===== src/hdl/rscr_cfg.svh =====
// Register offsets, field positions, reset values and bus responses of the readout block.
`ifndef RSCR_CFG_SVH
`define RSCR_CFG_SVH
// Printed offsets are not all multiples of four: they are indices, byte address = 4 * index.
`define RSCR_IDX_REG_CTRL     8'h2B
`define RSCR_IDX_REG_READOUT  8'h2C
`define RSCR_IDX_STRENGTH     8'h2D
`define RSCR_IDX_GAIN_STATE   8'h2E
`define RSCR_IDX_CS_SETUP     8'h2F
`define RSCR_IDX_CS_RESULT    8'h30
`define RSCR_IDX_COMMAND      8'h40
`define RSCR_IDX_IRQ_STATUS   8'h41
`define RSCR_IDX_IRQ_MASK     8'h42
`define RSCR_REG_MODE_BIT     7
`define RSCR_ILIM_BIT         0
`define RSCR_CAL_END_BIT      2
`define RSCR_CAL_ERR_BIT      1
`define RSCR_CMD_CLR_STRENGTH 0
`define RSCR_CMD_START_CAL    1
`define RSCR_IRQ_CAL_END      0
`define RSCR_IRQ_CAL_ERR      1
`define RSCR_IRQ_ILIM         2
`define RSCR_IRQ_ADJ_DONE     3
`define RSCR_IRQ_W            4
`define RSCR_CS_SETUP_RST     8'h00
`define RSCR_RESP_OKAY        2'b00
`define RSCR_RESP_SLVERR      2'b10
`endif


===== src/hdl/rscr_pkg.sv =====
// Types shared by the readout register block.
package rscr_pkg;
   typedef enum logic [1:0] {
      RSCR_W_IDLE,
      RSCR_W_RESP
   } rscr_wstate_t;
   typedef struct packed {
      rscr_wstate_t wst;
      logic         aw_got;
      logic         w_got;
      logic [7:0]   aw_idx;
      logic [31:0]  wdata;
      logic [3:0]   wstrb;
      logic         bvalid;
      logic [1:0]   bresp;
      logic         rvalid;
      logic [31:0]  rdata;
      logic [1:0]   rresp;
      logic [7:0]   reg_ctrl;
      logic [3:0]   adj_code;
      logic         ilim;
      logic [3:0]   am_peak;
      logic [3:0]   pm_peak;
      logic [3:0]   am_cut;
      logic [3:0]   pm_cut;
      logic [7:0]   cs_setup;
      logic [4:0]   cs_trim;
      logic         cal_end;
      logic         cal_err;
      logic         cal_start;
      logic [3:0]   irq_status;
      logic [3:0]   irq_mask;
      logic         irq;
      logic         awready;
      logic         wready;
      logic         arready;
      logic [3:0]   reg_code;
      logic         cs_auto_cal;
   } rscr_state_t;
endpackage


===== src/hdl/rscr_regs.sv =====
// Regulator, signal strength, gain and capacitive sensor readout registers on AXI4-Lite.
// Behaviour
// - Regulator code readout at 2Ch bits 7:4
// - Bit 0 shows regulator current limit
// - Regulator code uses 0.1 V linear steps
// - AM peak code held until reception/clear
// - PM peak code held until reception/clear
// - Strength code monotonic, roughly logarithmic
// - AM combined gain reduction at 2Eh 7:4
// - PM combined gain reduction at 2Eh 3:0
// - Manual trim 2Fh bits 7:3, reset zero
// - Zero manual trim selects automatic calibration
// - Bits 2:0 select capacitive sensor gain
// - Calibrated trim readout at 30h 7:3
// - Bit 2 set when calibration completes
// - Bit 1 set when calibration fails
// - Mode bit picks adjust or host code
`include "rscr_cfg.svh"
module rscr_regs
   import rscr_pkg::*;
(
   // Clock and reset.
   input  wire logic        REF_CLK,
   input  wire logic        RST_B,
   // AXI4-Lite write address and data.
   input  wire logic [9:0]  S_AXI_AWADDR,
   input  wire logic        S_AXI_AWVALID,
   output logic             S_AXI_AWREADY,
   input  wire logic [31:0] S_AXI_WDATA,
   input  wire logic [3:0]  S_AXI_WSTRB,
   input  wire logic        S_AXI_WVALID,
   output logic             S_AXI_WREADY,
   // AXI4-Lite write response.
   output logic [1:0]       S_AXI_BRESP,
   output logic             S_AXI_BVALID,
   input  wire logic        S_AXI_BREADY,
   // AXI4-Lite read.
   input  wire logic [9:0]  S_AXI_ARADDR,
   input  wire logic        S_AXI_ARVALID,
   output logic             S_AXI_ARREADY,
   output logic [31:0]      S_AXI_RDATA,
   output logic [1:0]       S_AXI_RRESP,
   output logic             S_AXI_RVALID,
   input  wire logic        S_AXI_RREADY,
   // Analog and sequencer status.
   input  wire logic        ADJ_DONE,
   input  wire logic [3:0]  ADJ_CODE,
   input  wire logic        CURRENT_LIMIT,
   input  wire logic        RX_START,
   input  wire logic        AM_STRENGTH_VALID,
   input  wire logic [3:0]  AM_STRENGTH,
   input  wire logic        PM_STRENGTH_VALID,
   input  wire logic [3:0]  PM_STRENGTH,
   input  wire logic [3:0]  AM_GAIN_CUT,
   input  wire logic [3:0]  PM_GAIN_CUT,
   input  wire logic        CAL_DONE,
   input  wire logic        CAL_FAIL,
   input  wire logic [4:0]  CAL_TRIM,
   // Controls to the analog front end and the interrupt request.
   output logic [3:0]       REG_CODE,
   output logic [4:0]       CS_TRIM,
   output logic             CS_AUTO_CAL,
   output logic [2:0]       CS_GAIN,
   output logic             CAL_START,
   output logic             IRQ
);
   // Registered state and its next value.
   rscr_state_t s_r;
   rscr_state_t s_nxt;
   logic        wr_fire;
   logic [7:0]  wbyte;
   logic [7:0]  rd_idx;
   // Sticky status events, clears and next values, one bit per flag.
   logic [3:0]  irq_ev;
   logic [3:0]  irq_clr;
   logic [3:0]  irq_keep;

   // Byte lane 0 carries the 8-bit registers; other lanes are ignored.
   function automatic logic [7:0] lane0(input logic [31:0] d, input logic [3:0] be,
                                        input logic [7:0] old);
      if (be[0]) begin
         lane0 = d[7:0];
      end else begin
         lane0 = old;
      end
   endfunction

   // Registers sit on word addresses, so the two low address bits are dropped.
   function automatic logic [7:0] idx_of(input logic [9:0] a);
      idx_of = a[9:2];
   endfunction

   // Only mapped indices answer OKAY; anything else gets a slave error.
   function automatic logic known_idx(input logic [7:0] i);
      if (i == `RSCR_IDX_REG_CTRL) begin
         known_idx = 1'b1;
      end else if (i == `RSCR_IDX_REG_READOUT) begin
         known_idx = 1'b1;
      end else if (i == `RSCR_IDX_STRENGTH) begin
         known_idx = 1'b1;
      end else if (i == `RSCR_IDX_GAIN_STATE) begin
         known_idx = 1'b1;
      end else if (i == `RSCR_IDX_CS_SETUP) begin
         known_idx = 1'b1;
      end else if (i == `RSCR_IDX_CS_RESULT) begin
         known_idx = 1'b1;
      end else if (i == `RSCR_IDX_COMMAND) begin
         known_idx = 1'b1;
      end else if (i == `RSCR_IDX_IRQ_STATUS) begin
         known_idx = 1'b1;
      end else if (i == `RSCR_IDX_IRQ_MASK) begin
         known_idx = 1'b1;
      end else begin
         known_idx = 1'b0;
      end
   endfunction

   // Codes are monotonic in amplitude, so the largest code seen is the peak.
   function automatic logic [3:0] peak_of(input logic [3:0] old, input logic vld,
                                          input logic [3:0] code);
      if (vld && code > old) begin
         peak_of = code;
      end else begin
         peak_of = old;
      end
   endfunction

   // Read value of one register; reserved bits read zero except 2Bh bits 2:0, which read back as written; the command register reads zero.
   function automatic logic [7:0] read_byte(input logic [7:0] i, input rscr_state_t s);
      if (i == `RSCR_IDX_REG_CTRL) begin
         // Mode bit over the host regulator code.
         read_byte = s.reg_ctrl;
      end else if (i == `RSCR_IDX_REG_READOUT) begin
         // Adjust result over the live current limit flag.
         read_byte = {s.adj_code, 3'b000, s.ilim};
      end else if (i == `RSCR_IDX_STRENGTH) begin
         // Held peak codes of both demodulator channels.
         read_byte = {s.am_peak, s.pm_peak};
      end else if (i == `RSCR_IDX_GAIN_STATE) begin
         // Present gain reduction totals of both channels.
         read_byte = {s.am_cut, s.pm_cut};
      end else if (i == `RSCR_IDX_CS_SETUP) begin
         // Manual trim over the sensor gain select.
         read_byte = s.cs_setup;
      end else if (i == `RSCR_IDX_CS_RESULT) begin
         // Calibrated trim over the end and error flags.
         read_byte = {s.cs_trim, s.cal_end, s.cal_err, 1'b0};
      end else if (i == `RSCR_IDX_IRQ_STATUS) begin
         // Sticky event flags.
         read_byte = {4'h0, s.irq_status};
      end else if (i == `RSCR_IDX_IRQ_MASK) begin
         // Interrupt enables of the same layout.
         read_byte = {4'h0, s.irq_mask};
      end else begin
         read_byte = 8'h00;
      end
   endfunction

   // Both halves of a write are held and the response slot is free.
   assign wr_fire = s_r.wst == RSCR_W_IDLE && s_r.aw_got && s_r.w_got;
   assign wbyte   = lane0(s_r.wdata, s_r.wstrb, 8'h00);
   assign rd_idx  = idx_of(S_AXI_ARADDR);

   // Event sources; the current limit flag fires once per rise.
   assign irq_ev[`RSCR_IRQ_CAL_END]  = CAL_DONE;
   assign irq_ev[`RSCR_IRQ_CAL_ERR]  = CAL_FAIL;
   assign irq_ev[`RSCR_IRQ_ILIM]     = CURRENT_LIMIT && !s_r.ilim;
   assign irq_ev[`RSCR_IRQ_ADJ_DONE] = ADJ_DONE;
   // A one written to the status register clears that flag.
   assign irq_clr = (wr_fire && s_r.aw_idx == `RSCR_IDX_IRQ_STATUS) ? wbyte[3:0] : 4'h0;

   // Each flag holds until cleared; an event in the clearing cycle wins.
   for (genvar b = 0; b < `RSCR_IRQ_W; b++) begin : g_sticky
      assign irq_keep[b] = irq_ev[b] || (s_r.irq_status[b] && !irq_clr[b]);
   end

   always_comb begin
      logic       clr_strength;
      logic       start_cal;
      logic [7:0] rv;
      clr_strength = 1'b0;
      start_cal = 1'b0;
      rv = 8'h00;
      s_nxt = s_r;
      s_nxt.cal_start = 1'b0;

      // Write channel: address and data taken in either order.
      // Ready is withheld while a response still waits for the host.
      if (S_AXI_AWVALID && !s_r.aw_got && s_r.wst == RSCR_W_IDLE) begin
         s_nxt.aw_got = 1'b1;
         s_nxt.aw_idx = idx_of(S_AXI_AWADDR);
      end
      if (S_AXI_WVALID && !s_r.w_got && s_r.wst == RSCR_W_IDLE) begin
         s_nxt.w_got = 1'b1;
         s_nxt.wdata = S_AXI_WDATA;
         s_nxt.wstrb = S_AXI_WSTRB;
      end
      case (s_r.wst)
         RSCR_W_IDLE: begin
            if (wr_fire) begin
               s_nxt.aw_got = 1'b0;
               s_nxt.w_got = 1'b0;
               s_nxt.bvalid = 1'b1;
               if (known_idx(s_r.aw_idx)) begin
                  s_nxt.bresp = `RSCR_RESP_OKAY;
               end else begin
                  s_nxt.bresp = `RSCR_RESP_SLVERR;
               end
               s_nxt.wst = RSCR_W_RESP;
            end
         end
         // The response stands until the host takes it.
         RSCR_W_RESP: begin
            if (S_AXI_BREADY) begin
               s_nxt.bvalid = 1'b0;
               s_nxt.wst = RSCR_W_IDLE;
            end
         end
         default: s_nxt.wst = RSCR_W_IDLE;
      endcase

      // Register writes; readout registers fall through untouched.
      if (wr_fire) begin
         if (s_r.aw_idx == `RSCR_IDX_REG_CTRL) begin
            s_nxt.reg_ctrl = lane0(s_r.wdata, s_r.wstrb, s_r.reg_ctrl);
         end else if (s_r.aw_idx == `RSCR_IDX_CS_SETUP) begin
            s_nxt.cs_setup = lane0(s_r.wdata, s_r.wstrb, s_r.cs_setup);
         end else if (s_r.aw_idx == `RSCR_IDX_COMMAND) begin
            // Command strobes act once and are not stored.
            clr_strength = wbyte[`RSCR_CMD_CLR_STRENGTH];
            start_cal = wbyte[`RSCR_CMD_START_CAL];
         end else if (s_r.aw_idx == `RSCR_IDX_IRQ_MASK) begin
            s_nxt.irq_mask = wbyte[3:0];
         end
      end

      // The adjust result is kept until the next ADJ_DONE pulse.
      if (ADJ_DONE) begin
         s_nxt.adj_code = ADJ_CODE;
      end
      s_nxt.ilim = CURRENT_LIMIT;

      // A new reception or a clear command wins over a sample in the same cycle.
      if (RX_START || clr_strength) begin
         s_nxt.am_peak = 4'h0;
         s_nxt.pm_peak = 4'h0;
      end else begin
         s_nxt.am_peak = peak_of(s_r.am_peak, AM_STRENGTH_VALID, AM_STRENGTH);
         s_nxt.pm_peak = peak_of(s_r.pm_peak, PM_STRENGTH_VALID, PM_STRENGTH);
      end
      s_nxt.am_cut = AM_GAIN_CUT;
      s_nxt.pm_cut = PM_GAIN_CUT;

      // Starting a calibration clears the result flags; a finish in that cycle wins.
      if (start_cal) begin
         s_nxt.cal_start = 1'b1;
         s_nxt.cal_end = 1'b0;
         s_nxt.cal_err = 1'b0;
      end
      if (CAL_DONE) begin
         s_nxt.cal_end = 1'b1;
         s_nxt.cs_trim = CAL_TRIM;
      end
      if (CAL_FAIL) begin
         s_nxt.cal_err = 1'b1;
      end

      // Sticky events and the level interrupt.
      s_nxt.irq_status = irq_keep;
      s_nxt.irq = |(s_nxt.irq_status & s_nxt.irq_mask);

      // Read channel; a new read is taken once the previous answer is accepted.
      if (s_r.rvalid && S_AXI_RREADY) begin
         s_nxt.rvalid = 1'b0;
      end
      if (S_AXI_ARVALID && !s_r.rvalid) begin
         rv = read_byte(rd_idx, s_r);
         s_nxt.rvalid = 1'b1;
         s_nxt.rdata = {24'h00_0000, rv};
         if (known_idx(rd_idx)) begin
            s_nxt.rresp = `RSCR_RESP_OKAY;
         end else begin
            s_nxt.rresp = `RSCR_RESP_SLVERR;
         end
      end

      // Outputs are registered copies of what the next state implies.
      s_nxt.awready = !s_nxt.aw_got && s_nxt.wst == RSCR_W_IDLE;
      s_nxt.wready = !s_nxt.w_got && s_nxt.wst == RSCR_W_IDLE;
      s_nxt.arready = !s_nxt.rvalid;
      // Host-written code overrides the adjust result when the mode bit is set.
      if (s_nxt.reg_ctrl[`RSCR_REG_MODE_BIT]) begin
         s_nxt.reg_code = s_nxt.reg_ctrl[6:3];
      end else begin
         s_nxt.reg_code = s_nxt.adj_code;
      end
      s_nxt.cs_auto_cal = s_nxt.cs_setup[7:3] == 5'b0_0000;
   end

   always_ff @(posedge REF_CLK or negedge RST_B) begin
      if (!RST_B) begin
         s_r <= '0;
         s_r.cs_setup <= `RSCR_CS_SETUP_RST;
         // Ready outputs and the automatic calibration flag leave reset high.
         s_r.awready <= 1'b1;
         s_r.wready <= 1'b1;
         s_r.arready <= 1'b1;
         s_r.cs_auto_cal <= 1'b1;
      end else begin
         s_r <= s_nxt;
      end
   end

   // Every output is a register or a slice of one.
   assign S_AXI_AWREADY = s_r.awready;
   assign S_AXI_WREADY  = s_r.wready;
   assign S_AXI_BVALID  = s_r.bvalid;
   assign S_AXI_BRESP   = s_r.bresp;
   assign S_AXI_ARREADY = s_r.arready;
   assign S_AXI_RVALID  = s_r.rvalid;
   assign S_AXI_RDATA   = s_r.rdata;
   assign S_AXI_RRESP   = s_r.rresp;
   assign REG_CODE    = s_r.reg_code;
   assign CS_TRIM     = s_r.cs_setup[7:3];
   assign CS_AUTO_CAL = s_r.cs_auto_cal;
   assign CS_GAIN     = s_r.cs_setup[2:0];
   assign CAL_START   = s_r.cal_start;
   assign IRQ         = s_r.irq;
endmodule


===== config.mk =====
export PLATFORM = sky130hd
export DESIGN_NAME = rscr_regs
export DESIGN_NICKNAME = d
export VERILOG_FILES = /design/src/hdl/rscr_pkg.sv /design/src/hdl/rscr_regs.sv
export VERILOG_INCLUDE_DIRS = /design/src /design/src/hdl
export SDC_FILE = /design/constraint.sdc
export NUM_CORES = 1
export LEC_CHECK = 0
export CORE_MARGIN = 2
export CORE_UTILIZATION = 45
export CTS_BUF_LIST = sky130_fd_sc_hd__clkbuf_8
export DETAILED_ROUTE_END_ITERATION = 7
export DONT_BUFFER_PORTS = 1
export PLACE_DENSITY_LB_ADDON = 0.12
export SYNTH_ARGS = -nofsm -noshare
export SYNTH_HDL_FRONTEND = slang
export SYNTH_SLANG_ARGS = --single-unit

===== constraint.sdc =====
create_clock -name REF_CLK -period 5.25 [get_ports REF_CLK]
set_clock_uncertainty 0.1 [all_clocks]
set_input_delay 0.525 -clock REF_CLK [delete_from_list [all_inputs] [get_ports REF_CLK]]
set_output_delay 0.525 -clock REF_CLK [all_outputs]
set_load 0.05 [all_outputs]

==> summary.md, run 1 <==
| Metric | Value |
|---|---|
| Status | completed |
| Ordered cell list for the critical path | or4b_4, nor4_1, a21oi_1, a22o_1, a211o_1 |
| Fraction of layout cells with a size suffix above 1 | 9.32% |
| RR Endpoint | IRQ |
| Crit path launch type | register |
| Die span in y | between 100 and 150 um |
| Clock power share | a little under a quarter |
| Crit path max-delay family | simple AND/OR/NAND/NOR gates |
| Seq pwr share | between 50% and 60% |
| CP endpoint kind | register |
| Post-synth EDFFs | 0 |
| FF-to-FF setup slack | 2.69 ns |
| Distinct cells, synth | 62 |
| Hold Vio Cnt, Final | 0 |
| Combinational Power Share | 17.8% |
| Synth async-reset ratio | 100% |
| Detailed Place HPWL | 7.93 mm |
| Slowest stage delay, CP | between 0.6 and 0.7 ns |
| Sw power | 761 uW |
| Fillers | 975 |
| GR Util All Layers | about a fifth |
| Int Pwr | roughly 1300 uW |
| H-Tree Depth | 3 |
| Ys Warns | 0 |
| Worst Hold End | s_r[49] |
| Peak supply drop | 0.271 mV |
| Setup_tns | 0 ns |
| Max clock buf depth | 2 |
| DRC viols | 0 |
| First-pass GRT wire length | 16.9 mm |
| I/O Pins | approximately 150 |
| Gpl congestion | 0.803 |
| Mapped Area | 0.00486 mm^2 |
| Drt wl/cell | 18.5 um |
| Post-route clock period utilization | 48.7% |
| Post-Route WL | 10.7 mm |
| Post-DRT Antenna Nets | 0 |
| Std cell rows | 37 |
| FF+latch area | ~0.0024 mm^2 |
| Sequential area share after synthesis | 49.0% |
| Final Critical Period | 2.56 ns |
| Hold_ws | 0.0669 ns |
| RSZ-0062 raised after global routing | no |
| Flops & latches, synth | 95 |
| Multi-input logic area | 0.00209 mm^2 |
| Initial antenna violation count | 0 |
| Hold path depth | 0 |
| WS Path Type | register to register |
| Reg clk slew, reported paths | 0.09 ns |
| Headroom to the max-slew limit | between 30% and 40% |
| Main synth FF type | dfrtp_1 |
| Worst R2R Start | s_r[141] |
| Worst Tran Pin Value | around 1 ns |
| HP Class | input port to register |
| Vias post-DR | 3,218 |
| Min-delay src | CURRENT_LIMIT |
| Avg Inst Size Synth | 10.6 um^2 |
| GR Overflow Total | 0 |
| Synthesis-to-finish area growth | 1.88% |
| Drt pass-1 iters | 5 |
| Critical Path RT | 5.40 ns |
| Die Wd | approximately 110 um |
| Fmax | 0.391 GHz |
| Max-slew violations | 0 |
| Nets@finish | 538 |
| CTS Sinks | 95 |
| PD cells | 409 mW/mm^2 |
| Sw frac | 37.5% |
| MaxCap Viol Count | 0 |
| Crit-path max FO | 6 |
| CORE AREA | 0.0104 mm^2 |
| Die footprint | 0.0117 mm^2 |
| Vias/cell | roughly 5.6 |
| PortBufs | 0 |
| Syn Inst Count | about 460 |
| R2r worst-path depth | 5 |
| Final setup violation count | 0 |
| Critical-path top delay cell | nor4_1 |
| Worst-skew pair later-pin latency | 0.37 ns |
| Root Driver | clkbuf_8 |
| DR iter-0 viols | 182 |
| CP Buf/Inv Count | 0 |
| CTS tree | built |
| Critical Path AT | 2.71 ns |
| Total CTS buffers | 9 |
| Largest net degree at the start of global routing | 96 |
| Static leakage | roughly 0.0022 uW |
| Initial Util | 46.7% |
| Vias in the first global route | about 3,300 |
## placed cells by master, fill, tap and decap left out, types with 7 or more instances in the layout
cell type	Yosys	final
o21ai_0	11	11
nor2_1	27	27
mux2i_1	19	19
a221oi_1	7	7
nor2b_1	9	9
nand2b_1	7	7
nand2_1	44	44
inv_1	20	22
conb_1	1	27
ha_1	8	8
mux2_2	14	14
mux2_1	26	26
dfrtp_1	91	91
clkbuf_8	0	10
a21oi_1	21	21
o21ai_1	8	8
## kinds of logic after synthesis
group | after synthesis | synth area share, %
adder cells (fa/ha/maj) | 8 | 2.06
other | 1 | 0.0771
AO/OA/AOI/OAI | 85 | 11.4
multiplexers | 60 | 13.5
AND/OR/NAND/NOR | 127 | 13.9
flip-flops | 95 | 49.0
buffers and inverters | 81 | 10.1
## sequential cells by signal, summed over array words and instances, names as in the netlist, 3 cells and up
signal       flops
REG_CODE         4
CS_GAIN          3
s_r             65
CS_TRIM          5
S_AXI_RDATA      8
## power groups by stage
stage | clock network [uW] | registers, uW | logic [uW]
2_1_floorplan | 0 | 1040 | 450
3_3_place_gp | 0 | 1190 | 336
3_5_place_dp | 0 | 1200 | 344
4_1_cts | 503 | 1180 | 365
5_1_grt | 529 | 1210 | 407
6_report | 485 | 1180 | 361
## cell type report
type                       count  share of cell area (%)
sequential                    95                    48.1
multi-input combinational    307                    42.1
tap                          136                    3.43
clock buffer                  10                    2.78
inverter                      20                    1.51
clock inverter                 6                    1.26
timing repair buffer           2                   0.757
antenna                        1                  0.0505
## worst max-delay path by stage
stage,start,to,slack (ns),cells after the start
global route,s_r[141],IRQ,2.57,5
finish,s_r[141],IRQ,2.69,5
floorplan,s_r[141],IRQ,2.81,6
detailed placement,S_AXI_ARADDR[9],S_AXI_RDATA[3],2.68,5
global placement,S_AXI_ARADDR[9],S_AXI_RDATA[3],2.71,5
CTS,s_r[141],IRQ,2.70,5
## metal layers
layer  wire [um]  GRT usage [%]  up-vias  share of wire, %
met3         811           6.81       23               7.6
met1        4460           23.5     1565                42
met4         297           7.51        0               2.8
li1            -              -     1512                 -
met2        5120           31.0      118                48
met5           0              0        -                 0
## synth_stat cells, drive strengths merged (5+ instances only)
cell,n,area [um^2]
nand2b,7,43.8
nor2b,9,56.3
mux2i,19,190
inv,20,75.1
nor2,27,101
dfrtp,91,2280
buf,53,387
a221oi,7,61.3
nor4,7,58.8
a22oi,6,45.0
ha,8,100
nand2,44,165
o21ai,19,95.1
a21o,5,37.5
nor3,6,30.0
a21oi,21,105
clkbuf,8,30.0
mux2,41,465
## repair_timing
action	CTS	global route
setup buffers	0	0
endpoints found under the hold margin	95	0
hold buffers	2	0
resized for setup	0	0
## metrics by stage
stage	cell area (um^2)	worst slack [ns]	std cells	utilization, %	total power (uW)
final	4960	2.69	577	47.6	2030
after global routing	4950	2.57	576	47.6	2140
after CTS	4950	2.70	576	47.6	2050
after detailed placement	4720	2.68	558	45.3	1540
after global placement	4720	2.71	558	45.3	1530
after floorplan	4960	2.81	483	-	1490
## worst register-to-register path: cells and delay by family, from the launching register on
family	cells	cell delay [ns]
AO/OA/AOI/OAI	3	0.71
AND/OR/NAND/NOR	2	1.19
flip-flops	1	0.44
(Power assumes the default switching activity.)
==> inputs of run 2 (changes only) <==
- ABC_AREA: not set -> 1
- clock period: 5.25 -> 2.6 ns (I/O delays scaled with it)
==> summary.md, run 2 <==
| Metric | Value |
|---|---|
| Status | completed |
| Worst Tran Pin Value | slightly below 0.6 ns |
| Fraction of layout cells with a size suffix above 1 | 7.60% |
| Die span in y | 110 um |
| Std cell rows | 38 |
| Crit path launch type | register |
| Post-synth EDFFs | 0 |
| Top reg by flops | s_r |
| Synth async-reset ratio | 100% |
| Fmax | roughly 0.56 GHz |
| Setup_tns | 0 ns |
| Placed cells | 745 |
| Peak supply drop | 0.497 mV |
| Yosys top cell area share | 45.3% |
| Synth top cells by count | 185 x nand2_1, 91 x dfrtp_1, 91 x inv_1, 49 x buf_4, 49 x nor2_1 |
| CP Buf/Inv Count | 2 |
| Avg Inst Size Synth | just under 8 um^2 |
| Static leakage | 0.00281 uW |
| Synthesis-to-finish area growth | 10.8% |
| Post-route clock period utilization | 68.5% |
| Hold_ws | 0.0574 ns |
| Most frequent cell after synthesis | nand2_1 |
| Root Driver | clkbuf_8 |
| CORE AREA | 0.0109 mm^2 |
| Ys Warns | 0 |
| Sequential area share after synthesis | 47.4% |
| CP endpoint kind | register |
| DR iter-0 viols | around 180 |
| Core Util, Final | roughly half |
| Total CTS buffers | 9 |
| Ant diodes | 0 |
| # hold bufs at CTS | 50 |
| Most common cell after layout, fill and taps aside | nand2_1 |
| Initial Util | a little under half |
| Max-slew violations | 0 |
| Syn Inst Count | approximately 640 |
| GR Util All Layers | around a fifth |
| Most frequent cells in the layout | 185 x nand2_1, 92 x inv_1, 91 x dfrtp_1, 49 x nor2_1, 49 x dlygate4sd3_1 |
| Detailed Place HPWL | 8.35 mm |
| Largest register FFs | 65 |
| Hold Vio Cnt, Final | 0 |
| Crit path max-delay family | simple AND/OR/NAND/NOR gates |
| Drt pass-1 iters | 5 |
| Critical Path RT | 2.76 ns |
| Synth area leaders | dfrtp_1 45%, nand2_1 14%, buf_4 7.3% |
| Flops & latches, synth | between 90 and 100 |
| Distinct cells, synth | 34 |
| Max clock buf depth | 2 |
| Final setup violation count | 0 |
| Cell Count, Final, Fillers Out | 811 |
| Die footprint | 0.0120 mm^2 |
| WS Path Type | register to register |
| First-pass GRT wire length | roughly 18 mm |
| PortBufs | 0 |
| Crit-path most repeated cell | nand2_1 |
| Post-Route WL | 11.3 mm |
| Drt wl/cell | 13.9 um |
| Final Critical Period | roughly 1.8 ns |
| Critical Path AT | 1.94 ns |
| Slowest stage delay, CP | 0.41 ns |
| Post-DRT Antenna Nets | 0 |
| Post-CTS Setup Inserts | 0 |
| Mapped Area | ~0.0050 mm^2 |
| Nets@finish | approximately 770 |
| MaxCap Viol Count | 0 |
| H-Tree Depth | 3 |
| Vias post-DR | 3,820 |
| Vias/cell | about 4.7 |
| Ordered cell list for the critical path | nor2_4, nand3_4, inv_2, nand2_1, o21ai_0, nand2_1, nand2_1, nand2_1, inv_1, nand2_1 |
| CTS tree | built |
| GR Overflow Total | 0 |
| Crit-path max FO | 12 |
| Critical-path top delay cell | dfrtp_1 |
| Initial antenna violation count | 0 |
| HP Class | input port to register |
| Gpl congestion | 0.814 |
| Yosys top cell by area | dfrtp_1 |
| Die Wd | between 100 and 150 um |
| PD cells | 738 mW/mm^2 |
| Vias in the first global route | 3,750 |
| DRC viols | 0 |
| RSZ-0062 raised after global routing | no |
| Largest net degree at the start of global routing | 96 |
| Cells resized by post-CTS repair | 0 |
| CTS Sinks | 95 |
| Worst-skew pair later-pin latency | 0.37 ns |
| Main synth FF type | dfrtp_1 |
| Headroom to the max-slew limit | about three fifths |
| I/O Pins | between 150 and 200 |
| Reg clk slew, reported paths | 0.09 ns |
-- run 2: metrics by stage --
stage / setup slack (ns) / cell area, um^2 / power (uW)
after detailed placement: 0.817 / 4880 / 3200
final: 0.820 / 5560 / 4110
after floorplan: 1.01 / 5120 / 3110
after global routing: 0.641 / 5560 / 4380
after CTS: 0.795 / 5560 / 4180
after global placement: 0.833 / 4880 / 3170
-- run 2: area by class of cell --
class / count / area [um^2]
Clock inverter: 7 / 40.0
Fill cell: 1045 / 5330
Timing Repair Buffer: 50 / 518
Clock buffer: 9 / 124
Inverter: 98 / 368
Tap cell: 140 / 175
Multi-Input combinational cell: 412 / 1960
Sequential cell: 95 / 2380
-- run 2: per-layer routing --
layer  vias up  GRT usage [%]  part of all wire, %
met1      1744           24.0                   44
met2       102           31.7                   47
met5         -              0                    0
met3        17           7.41                  6.9
li1       1957              -                    -
met4         0           6.33                  2.0
-- run 2: path summary, 6_finish.rpt --
check,cells after the start,from,slack [ns],end
worst max-delay path,10,s_r[147],0.82,IRQ
worst min-delay path,3,RX_START,0.06,s_r[42]
max in group asynchronous,2,RST_B,1.68,S_AXI_ARREADY
min in group asynchronous,2,RST_B,0.35,s_r[143]
worst max register to register,10,s_r[147],0.82,IRQ
worst min register to register,2,s_r[24],0.38,s_r[24]
-- run 2: cells by family after synthesis --
kind of cell    after synthesis  synth area share (%)
flops                        95                  47.4
simple gates                290                  25.0
buf+inv                     155                  15.6
compound gates               84                  9.24
mux                           3                 0.673
other cells                   1                0.0747
fa+ha+maj                     8                  1.99
-- run 2: power by group --
part	total, uW	internal, uW	switching [uW]
Clock	851	341	511
Combinational	902	303	600
Sequential	2350	1780	575
Total	4110	2420	1690
-- run 2: worst register-to-register path, cell delays in order, from the launching register on --
cell,delay [ns]
dfrtp_1,0.41
nor2_4,0.16
nand3_4,0.21
inv_2,0.25
nand2_1,0.09
o21ai_0,0.16
nand2_1,0.09
nand2_1,0.06
nand2_1,0.05
inv_1,0.05
nand2_1,0.04
==> inputs of run 3 (changes only) <==
- clock period: 2.6 -> 1.8 ns (I/O delays scaled with it)
==> summary.md, run 3 (synthesized netlist as in run 2, its figures left out) <==
| Metric | Value |
|---|---|
| FF-to-FF setup slack | 0.13 ns |
| GR Util All Layers | between 20% and 30% |
| Vias/cell | 4.71 |
| Initial antenna violation count | 0 |
| Max-slew violations | 0 |
| Die Wd | ~110 um |
| Total CTS buffers | 9 |
| CTS Sinks | 95 |
| CP endpoint kind | register |
| Vias post-DR | 3,904 |
| Static leakage | between 0.002 and 0.003 uW |
| Vias in the first global route | 3,991 |
| Status | finished with violations |
| Crit path launch type | register |
| Peak supply drop | 1.00 mV |
| Hold_ws | -0.608 ns |
| GR Overflow Total | 0 |
| Largest net degree at the start of global routing | 96 |
| RSZ-0062 raised after global routing | yes |
| Drt wl/cell | between 10 and 15 um |
| Ant diodes | 0 |
| Critical Path AT | 1.87 ns |
| Fillers | about 1,100 |
| Post-Route WL | roughly 12 mm |
| CORE AREA | 0.0109 mm^2 |
| Initial Util | between 40% and 50% |
| Largest register FFs | 65 |
| Most frequent cells in the layout | 183 x nand2_1, 94 x inv_1, 91 x dfrtp_1, 49 x dlygate4sd3_1, 48 x nor2_1 |
| Cell Count, Final, Fillers Out | a little over 800 |
| Post-CTS Setup Inserts | 0 |
| Failing checks | hold timing |
| Worst R2R Start | s_r[147] |
| Headroom to the max-slew limit | 65.8% |
| Post-DRT Antenna Nets | 0 |
| CTS tree | built |
| Max clock buf depth | 2 |
| Synthesis-to-finish area growth | 14.0% |
| DR iter-0 viols | between 100 and 150 |
| Fmax | 0.601 GHz |
| PortBufs | 0 |
| Die footprint | 0.0120 mm^2 |
| Top reg by flops | s_r |
| First-pass GRT wire length | about 19 mm |
| Drt pass-1 iters | 4 |
| Critical Path RT | 2.00 ns |
| Placed cells | between 700 and 800 |
| DRC viols | 0 |
| H-Tree Depth | 3 |
| WS Path Type | register to register |
| R2r worst-path depth | 7 |
| Crit-path max FO | 15 |
| Crit. Startpoint | s_r[147] |
| Gpl congestion | roughly 0.81 |
| HP Class | input port to async pin |
| FF+latch area | roughly 0.0024 mm^2 |
| Nets@finish | 788 |
| Die span in y | 110 um |
| Detailed Place HPWL | 8.55 mm |
| Fraction of layout cells with a size suffix above 1 | 10.0% |
| Worst-skew pair later-pin latency | ~0.37 ns |
| Reg clk slew, reported paths | 0.08 ns |
| Final setup violation count | 0 |
| Post-route clock period utilization | 92.5% |
| I/O Pins | 151 |
| Root Driver | clkbuf_8 |
| Final Critical Period | about 1.7 ns |
| MaxCap Viol Count | 0 |
| PD cells | 1080 mW/mm^2 |
| RR Endpoint | REG_CODE[1] |
| Most common cell after layout, fill and taps aside | nand2_1 |
| Std cell rows | 38 |
| Multi-input logic area | about 0.002 mm^2 |
| Worst Tran Pin Value | between 0.5 and 0.6 ns |
| Hold Vio Cnt, Final | 95 |
| # hold bufs at CTS | 49 |
==> run 3: stage by stage <==
step	utilization [%]	setup slack [ns]	setup TNS (ns)	total power, uW	cell area (um^2)
after global routing	52.6	-0.00305	-0.00305	6550	5720
after detailed placement	46.3	0.128	0	4730	5040
after CTS	52.4	0.0986	0	6210	5710
after floorplan	-	0.208	0	4490	5120
final	52.6	0.135	0	6160	5720
after global placement	46.3	0.146	0	4690	5040
==> run 3: final cells by class <==
| class | instances | area share [%] |
|---|---|---|
| clock buffers | 10 | 2.40 |
| clock inverters | 4 | 0.721 |
| inverters | 98 | 6.47 |
| multi-input cells | 413 | 34.4 |
| flip-flops and latches | 95 | 41.6 |
| well taps | 140 | 3.06 |
| repair buffers | 68 | 11.3 |
==> run 3: what timing repair did <==
item	4_1_cts	5_1_grt
hold endpoints to repair	154	95
endpoints found under the setup margin	0	5
resized for setup	0	5
==> run 3: critical path, cell delays in order, from the launching register on <==
cell and delay [ns]:
dfrtp_1 0.41, nor2_4 0.16, nand3_4 0.19, nor2_8 0.19, nand2_4 0.15, o21ai_4 0.23
nand2_1 0.09, o21ai_1 0.08
==> run 3: worst max-delay path by stage <==
| stage | depth (start not counted) | end |
|---|---|---|
| after CTS | 7 | CS_AUTO_CAL |
| after detailed placement | 7 | REG_CODE[1] |
| after global placement | 7 | CS_AUTO_CAL |
| after floorplan | 7 | S_AXI_RDATA[2] |
| final | 7 | REG_CODE[1] |
| after global routing | 7 | REG_CODE[1] |
==> run 3: where the power goes <==
| group | switching, uW | total, uW | internal (uW) |
|---|---|---|---|
| clock network | 711 | 1360 | 651 |
| logic | 1030 | 1550 | 516 |
| registers | 671 | 3240 | 2570 |
==> run 3: layer usage <==
layer	GRT usage [%]	up-vias	share of wire [%]
li1	-	1997	-
met1	25.2	1782	43
met2	35.6	106	48
met3	6.05	19	6.4
met4	8.59	0	2.6
met5	0	-	0
